==> src/hw/adia_consts.svh <==
// constants for the analog die interrupt aggregator
`ifndef ADIA_CONSTS_SVH
`define ADIA_CONSTS_SVH
`define ADIA_NUM_SRC 14
`define ADIA_OFS_SRC_HI 8'h08
`define ADIA_OFS_SRC_LO 8'h09
`define ADIA_OFS_VECT 8'h0a
`define ADIA_OFS_RSVD 8'h0b
`define ADIA_OFS_MSK_HI 8'h0c
`define ADIA_OFS_MSK_LO 8'h0d
`define ADIA_OFS_PSR 8'h10
`define ADIA_OFS_CTRL 8'h11
`define ADIA_BIT_UVF 6
`define ADIA_BIT_HTF 7
`define ADIA_MSK_RESET 14'h3fff
`define ADIA_SRC_UV 0
`define ADIA_SRC_HT 1
`define ADIA_SRC_LT 2
`endif

==> src/hw/adia_pkg.sv <==
// types for the analog die interrupt aggregator
package adia_pkg;
  typedef logic [13:0] adia_src_t;
  typedef enum logic [2:0] {
    ADIA_IDLE = 3'h1,
    ADIA_REQ = 3'h2,
    ADIA_DONE = 3'h4
  } adia_mst_state_t;
endpackage

==> src/hw/adia_d2d_if.sv <==
// die-to-die register link and interrupt line between the two ends
`timescale 1ns/1ps
interface adia_d2d_if;
  logic cyc;
  logic stb;
  logic we;
  logic [7:0] adr;
  logic [7:0] dat_w;
  logic [7:0] dat_r;
  logic ack;
  logic die_interrupt_line;
  modport device (input cyc, input stb, input we, input adr, input dat_w,
    output dat_r, output ack, output die_interrupt_line);
  modport host (output cyc, output stb, output we, output adr, output dat_w,
    input dat_r, input ack, input die_interrupt_line);
endinterface

==> src/hw/adia_device.sv <==
// analog die interrupt aggregator, die side
`timescale 1ns/1ps
`include "adia_consts.svh"
// Operation
// RQ1: all events drive one die interrupt line
// RQ2: read-only mirror shows every pending source
// RQ3: mirror read acknowledges nothing
// RQ4: vector reads highest pending source number; the code reports the lowest pending bit number plus one
// RQ5: vector read acknowledges nothing
// RQ6: high and low global masks gate sources
// RQ7: fourteen listed sources, fixed bit order
// RQ8: under-voltage acknowledged by writing flag one
// RQ9: acknowledge ignored while condition persists
// RQ10: new interrupt only after condition re-appears
// RQ11: status flags show the live condition
// RQ12: cranking mode disables under-voltage interrupt
// RQ13: cranking wake-up sets under-voltage pending
// RQ14: high temperature acknowledged by writing one
// RQ15: line is level while unmasked pending
// RQ16: fixed priority, vector zero when none
module adia_device (
  input wire logic sys_clk,
  input wire logic rst,
  adia_d2d_if.device bus,
  input wire logic supply_input_low,
  input wire logic high_temp_cond,
  input wire logic cranking_en,
  input wire logic cranking_wake,
  input wire logic [11:0] block_irq,
  output logic undervoltage_flag,
  output logic high_temp_flag,
  output logic precision_lv_en
);
  adia_pkg::adia_src_t pend_q;
  adia_pkg::adia_src_t pend_d;
  adia_pkg::adia_src_t msk_q;
  adia_pkg::adia_src_t msk_d;
  logic uv_prev_q;
  logic uv_prev_d;
  logic ht_prev_q;
  logic ht_prev_d;
  logic uvf_q;
  logic uvf_d;
  logic htf_q;
  logic htf_d;
  logic plv_q;
  logic plv_d;
  logic irq_q;
  logic irq_d;
  logic ack_q;
  logic ack_d;
  logic [7:0] rdat_q;
  logic [7:0] rdat_d;
  logic [3:0] vect;
  logic acc;
  logic rd;
  logic wr;
  logic psr_wr;
  logic uv_ack;
  logic ht_ack;
  logic uv_rise;
  logic ht_rise;

  // a new request is taken only while no answer is out
  assign acc = bus.cyc && bus.stb && !ack_q;
  assign rd = acc && !bus.we;
  // writes land on the edge at which the host sees the answer
  assign wr = bus.cyc && bus.stb && bus.we && ack_q;
  assign psr_wr = wr && bus.adr == `ADIA_OFS_PSR;
  assign uv_ack = psr_wr && bus.dat_w[`ADIA_BIT_UVF]; // RQ8
  assign ht_ack = psr_wr && bus.dat_w[`ADIA_BIT_HTF]; // RQ14
  // edges of the live conditions; cranking mode hides under-voltage
  assign uv_rise = supply_input_low && !uv_prev_q && !cranking_en; // RQ10 RQ12
  assign ht_rise = high_temp_cond && !ht_prev_q; // RQ10

  // fixed priority, lowest bit wins, reported as bit number plus one
  always_comb
  begin
    vect = 4'h0;
    for (int i = `ADIA_NUM_SRC - 1; i >= 0; i--)
      if (pend_q[i])
        vect = 4'(i + 1); // RQ16 RQ4
  end

  // live condition copies and their edge history
  always_comb
  begin
    uv_prev_d = supply_input_low;
    ht_prev_d = high_temp_cond;
    uvf_d = supply_input_low; // RQ11
    htf_d = high_temp_cond; // RQ11
    plv_d = cranking_en && supply_input_low; // RQ12
  end

  always_ff @(posedge sys_clk)
  begin
    if (rst)
    begin
      uv_prev_q <= 1'b0;
      ht_prev_q <= 1'b0;
      uvf_q <= 1'b0;
      htf_q <= 1'b0;
      plv_q <= 1'b0;
    end
    else
    begin
      uv_prev_q <= uv_prev_d;
      ht_prev_q <= ht_prev_d;
      uvf_q <= uvf_d;
      htf_q <= htf_d;
      plv_q <= plv_d;
    end
  end

  // pending sources
  always_comb
  begin
    pend_d = pend_q;
    // other sources mirror their blocks; acknowledged in those blocks
    pend_d[`ADIA_NUM_SRC - 1:`ADIA_SRC_LT] = block_irq; // RQ7 RQ3 RQ5
    if (uv_ack && !supply_input_low)
      pend_d[`ADIA_SRC_UV] = 1'b0; // RQ8 RQ9
    if (ht_ack && !high_temp_cond)
      pend_d[`ADIA_SRC_HT] = 1'b0; // RQ14 RQ9
    // set wins over an acknowledge in the same cycle
    if (uv_rise || cranking_wake)
      pend_d[`ADIA_SRC_UV] = 1'b1; // RQ10 RQ13
    if (ht_rise)
      pend_d[`ADIA_SRC_HT] = 1'b1; // RQ10
  end

  always_ff @(posedge sys_clk)
  begin
    if (rst)
    begin
      pend_q <= 14'h0000;
    end
    else
    begin
      pend_q <= pend_d;
    end
  end

  // global masks, one bit per source
  always_comb
  begin
    msk_d = msk_q;
    if (wr && bus.adr == `ADIA_OFS_MSK_HI)
      msk_d[7:0] = bus.dat_w; // RQ6
    if (wr && bus.adr == `ADIA_OFS_MSK_LO)
      msk_d[13:8] = bus.dat_w[5:0]; // RQ6
  end

  always_ff @(posedge sys_clk)
  begin
    if (rst)
    begin
      msk_q <= `ADIA_MSK_RESET;
    end
    else
    begin
      msk_q <= msk_d;
    end
  end

  // interrupt line, a level over all unmasked pending sources
  always_comb
  begin
    irq_d = |(pend_d & msk_d); // RQ15 RQ1
  end

  always_ff @(posedge sys_clk)
  begin
    if (rst)
    begin
      irq_q <= 1'b0;
    end
    else
    begin
      irq_q <= irq_d;
    end
  end

  // register answer; reads never touch the pending state
  always_comb
  begin
    ack_d = acc;
    rdat_d = 8'h00;
    if (rd)
    begin
      case (bus.adr)
        `ADIA_OFS_SRC_HI: rdat_d = pend_q[7:0]; // RQ2
        `ADIA_OFS_SRC_LO: rdat_d = {2'b00, pend_q[13:8]}; // RQ2
        `ADIA_OFS_VECT: rdat_d = {4'h0, vect}; // RQ4
        `ADIA_OFS_RSVD: rdat_d = 8'h00;
        `ADIA_OFS_MSK_HI: rdat_d = msk_q[7:0];
        `ADIA_OFS_MSK_LO: rdat_d = {2'b00, msk_q[13:8]};
        `ADIA_OFS_PSR:
        begin
          rdat_d[`ADIA_BIT_UVF] = uvf_q; // RQ11
          rdat_d[`ADIA_BIT_HTF] = htf_q; // RQ11
        end
        `ADIA_OFS_CTRL: rdat_d = {7'h00, cranking_en};
        default: rdat_d = 8'h00;
      endcase
    end
  end

  always_ff @(posedge sys_clk)
  begin
    if (rst)
    begin
      ack_q <= 1'b0;
      rdat_q <= 8'h00;
    end
    else
    begin
      ack_q <= ack_d;
      rdat_q <= rdat_d;
    end
  end

  assign bus.ack = ack_q;
  assign bus.dat_r = rdat_q;
  assign bus.die_interrupt_line = irq_q;
  assign undervoltage_flag = uvf_q;
  assign high_temp_flag = htf_q;
  assign precision_lv_en = plv_q;
endmodule

==> src/flat_wrapper.sv <==
// flat-port wrapper written by rule: the top's interface ports become plain ports
module adia_device_flat 
  (sys_clk, rst, supply_input_low, high_temp_cond, cranking_en, cranking_wake, block_irq, undervoltage_flag, high_temp_flag, precision_lv_en, bus_cyc, bus_stb, bus_we, bus_adr, bus_dat_w, bus_dat_r, bus_ack, bus_die_interrupt_line);
  adia_d2d_if bus_i ();
  input wire logic sys_clk;
  input wire logic rst;
  input wire logic supply_input_low;
  input wire logic high_temp_cond;
  input wire logic cranking_en;
  input wire logic cranking_wake;
  input wire logic [11:0] block_irq;
  output logic undervoltage_flag;
  output logic high_temp_flag;
  output logic precision_lv_en;
  input wire logic [$bits(bus_i.cyc)-1:0] bus_cyc;
  input wire logic [$bits(bus_i.stb)-1:0] bus_stb;
  input wire logic [$bits(bus_i.we)-1:0] bus_we;
  input wire logic [$bits(bus_i.adr)-1:0] bus_adr;
  input wire logic [$bits(bus_i.dat_w)-1:0] bus_dat_w;
  output wire logic [$bits(bus_i.dat_r)-1:0] bus_dat_r;
  output wire logic [$bits(bus_i.ack)-1:0] bus_ack;
  output wire logic [$bits(bus_i.die_interrupt_line)-1:0] bus_die_interrupt_line;
  assign bus_i.cyc = bus_cyc;
  assign bus_i.stb = bus_stb;
  assign bus_i.we = bus_we;
  assign bus_i.adr = bus_adr;
  assign bus_i.dat_w = bus_dat_w;
  assign bus_dat_r = bus_i.dat_r;
  assign bus_ack = bus_i.ack;
  assign bus_die_interrupt_line = bus_i.die_interrupt_line;
  adia_device u_core (.sys_clk(sys_clk), .rst(rst), .bus(bus_i), .supply_input_low(supply_input_low), .high_temp_cond(high_temp_cond), .cranking_en(cranking_en), .cranking_wake(cranking_wake), .block_irq(block_irq), .undervoltage_flag(undervoltage_flag), .high_temp_flag(high_temp_flag), .precision_lv_en(precision_lv_en));
endmodule
==> config.mk <==
export PLATFORM = sky130hd
export DESIGN_NAME = adia_device_flat
export DESIGN_NICKNAME = d
export VERILOG_FILES = /design/src/hw/adia_pkg.sv /design/src/hw/adia_d2d_if.sv /design/src/hw/adia_device.sv /design/src/flat_wrapper.sv
export VERILOG_INCLUDE_DIRS = /design/src /design/src/hw
export SDC_FILE = /design/constraint.sdc
export NUM_CORES = 1
export LEC_CHECK = 0
export BUFFER_PORTS_ARGS = -buffer_cell sky130_fd_sc_hd__buf_4
export CORE_ASPECT_RATIO = 1.1
export CORE_MARGIN = 4
export CORE_UTILIZATION = 30
export DETAILED_ROUTE_END_ITERATION = 12
export GPL_ROUTABILITY_DRIVEN = 0
export HOLD_SLACK_MARGIN = 0.03
export SYNTH_ARGS = -nofsm -noshare
export SYNTH_HDL_FRONTEND = slang
export SYNTH_SLANG_ARGS = --single-unit
export TNS_END_PERCENT = 5
==> constraint.sdc <==
create_clock -name sys_clk -period 2.1 [get_ports sys_clk]
set_input_delay 0 -clock sys_clk [delete_from_list [all_inputs] [get_ports sys_clk]]
set_output_delay 0 -clock sys_clk [all_outputs]
set_load 0.005 [all_outputs]
==> run_results.csv <==
group,metric,value,unit
finish,syn2layout_area_growth,38.5,%
flow_run,cap_viol_max_count,0,
clocking,clkLatencyLatePin,0.30,ns
clocking,clk_root_buffer_cell,"clkbuf_8",
global_routing,antenna_found_initial,0,
sta,drv_slew,0,
yosys,synthCells,219,
sta,tightest_slew,0.549,ns
setup_path,worst_path_max_delay_cell,"dlygate4sd3_1",
global_routing,grt_max_degree,34,
clocking,post_cts_buffers,0,
yosys,yosysWarnings,0,
clocking,clkTransAtPathRegs,0.08,ns
clocking,post_cts_resized,0,
finish,multiInputGateArea,1030,µm²
routing,firstDrtPassIters,4,
setup_path,cp_cell_sequence,"dlygate4sd3_1 -> buf_4 -> nor2_2 -> nand4_4 -> mux2i_1 -> o22ai_1 -> nor2_1 -> a31oi_1",
setup_path,required,2.28,ns
sta,tns,0,ns
routing,vias,1862,
global_routing,grt_pass1_wl,9180,µm
floorplan,die_w,84.7,µm
finish,regArea,821,µm²
finish,antenna_cells,0,
setup_path,max_stage_delay,0.54,ns
placement,dpl.cell_count,340,
routing,wirelength,5400,µm
global_routing,gr-usage-all-layers,14.6,%
routing,route.detailed.drc,0,
sta,finalCritPeriodShare,82.2,%
pwr,leakage,0.00114,µW
sta,rsz0062_at_grt,"no",
floorplan,dieArea,7830,µm²
hold_path,min_path_type,"in2reg",
clocking,clockBufferDepth,2,
routing,vias_per_cell,5.02,
global_routing,grt_pass1_vias,1908,
yosys,avgSynthCellArea,8.87,µm²
finish,fillers,660,
pwr,power.density,575,nW/µm²
finish,stdcell_count,371,
yosys,synth_cell_types,46,
global_routing,grt_overflow,0,
sta,max_slew_margin,63.1,%
placement,dpl_cell_area,2370,µm²
sta,clock_skew,0.0118,ns
outcome,status,"complete, no violations",
setup_path,path_class,"in2reg",
floorplan,io_pins,50,
setup_path,worst_setup_path_end_kind,"register",
setup_path,timing.rr.start,"u_core.bus.ack$_SDFF_PP0_",
clocking,cts_tree,"built",
routing,wire_per_inst,14.6,µm
clocking,cts_sinks,41,
yosys,syn_area,1940,µm²
setup_path,crit_fanout,15,
finish,post-route-cell-area,2690,µm²
yosys,syn-num-nets,256,
floorplan,die_h,92.4,µm
yosys,synth-seq-cells,41,
sta,setup_viol,0,
finish,layout-drive-gt1-share,23.4,%
sta,fmax,580,MHz
floorplan,rows,30,
routing,drt_iter0_markers,73,
setup_path,startpoint_type,"input pin",
finish,layout.nets,327,
setup_path,startpoint,"bus_adr[1]",
clocking,htree_levels,2,
sta,period_minus_slack,1.73,ns
clocking,cts_buffers,5,
hold_path,holdCritStartpoint,"bus_dat_w[4]",
sta,finalHoldViolations,0,
floorplan,start_util,31.2,%
setup_path,critPathArrivalTime,1.91,ns
placement,io_buffers,49,
yosys,yosysSeqAreaShare,42.3,%
routing,postRouteAntennaNets,0,
finish,final_core_util,43.2,%
floorplan,coreArea,6230,µm²
placement,dp_hpwl,4180,µm
pwr,vdd_drop_max,0.308,mV
[Yosys cell counts (all sizes together)]
cell type,instances,area share [%]
a2111oi,1,0.77
nand3,3,0.77
nor4,3,0.97
nor2b,15,4.8
o21bai,1,0.39
and3,1,0.32
a32oi,1,0.45
nand4,2,1.7
o22ai,1,0.32
mux2,4,2.3
a31oi,4,1.3
nor2,33,6.9
a22oi,12,4.6
a22o,2,0.90
inv,13,2.5
or4,1,0.39
o32ai,1,0.45
o22a,2,0.90
nand2,6,1.2
clkbuf,4,0.77
a221oi,1,0.45
and2,1,0.32
o211ai,1,0.39
a21oi,13,3.4
a211oi,2,0.77
and4b,2,1.0
o311ai,1,0.45
a211o,8,3.6
a32o,1,0.52
or2b,1,0.39
mux2i,7,3.6
o31a,1,0.45
nand3b,2,0.77
and4,2,0.90
o31ai,1,0.39
dfxtp,41,42
nor3,7,1.8
buf,5,1.5
and4bb,1,0.84
o21ai,3,0.77
nand2b,8,2.6
[timing repair]
item                                    4_1_cts  5_1_grt
hold buffers                                 23        0
endpoints found under the setup margin        0        0
endpoints found under the hold margin        25        0
[layout make-up]
type | count | share of cell area, %
flip-flops and latches | 41 | 30.5
repair buffers | 73 | 22.5
inverters | 13 | 1.81
multi-input cells | 156 | 38.2
clock buffers | 5 | 2.56
well taps | 80 | 3.72
clock inverters | 3 | 0.651
[routing by layer]
metal | up-vias | wire length (µm) | global-route usage, %
li1 | 937 | - | -
met1 | 862 | 2440 | 18.2
met2 | 50 | 2520 | 24.6
met3 | 13 | 337 | 3.02
met4 | 0 | 102 | 5.80
met5 | - | 0 | 0
[state kept, by name (all words and copies together), names as in the netlist]
signal,flops
u_core.pend_q,14
u_core.msk_q,14
u_core.uv_prev_q,1
u_core.precision_lv_en,1
u_core.bus.dat_r,8
u_core.ht_prev_q,1
u_core.bus.ack,1
u_core.bus.die_interrupt_line,1
[final timing paths]
kind / cells past startpoint / end / slack [ns]
setup / recovery: 8 / u_core.bus.die_interrupt_line$_SDFF_PP0_ / 0.37
setup reg to reg: 6 / u_core.bus.die_interrupt_line$_SDFF_PP0_ / 0.45
hold / removal: 4 / u_core.msk_q[12]$_SDFF_PP1_ / 0.05
hold reg to reg: 1 / u_core.bus.ack$_SDFF_PP0_ / 0.48
[through the flow]
stage	worst slack, ns	total power, µW	hold WS, ns
floorplan	0.588	922	0.0716
global placement	0.490	1020	0.228
detailed placement	0.466	1020	0.234
CTS	0.387	1560	0.0482
global route	0.218	1620	0.0643
finish	0.375	1540	0.0490
[layout by cell type (no fill, tap or decap), types with 3 or more instances in the layout]
cell type / Yosys / layout
dfxtp_1: 41 / 41
clkbuf_8: 0 / 5
nand3_1: 3 / 3
nor2b_1: 15 / 15
mux2i_1: 7 / 7
nor3_1: 7 / 7
inv_1: 13 / 13
buf_4: 2 / 50
a22oi_1: 12 / 12
a211o_1: 8 / 8
nand2b_1: 8 / 8
nand2_1: 6 / 6
mux2_2: 4 / 4
nor2_1: 31 / 31
dlygate4sd3_1: 0 / 23
nor4_1: 3 / 3
a21oi_1: 13 / 13
a31oi_1: 4 / 4
[worst max-delay path: cells and delay by family]
kind	cells	cell delay (ns)
compound gates	2	0.18
simple gates	3	0.71
buf+inv	2	0.72
mux	1	0.28
[cell families after synthesis]
logic type	share of synthesized area, %
flops	42.3
compound gates	21.3
buf+inv	4.83
simple gates	25.7
mux	5.93
[report_power, final]
part           switching, µW  total, µW  internal, µW
Combinational           92.7        216           123
Sequential              22.4        819           797
Clock                    280        509           229
Note: power is estimated with default switching activity, not from simulation.
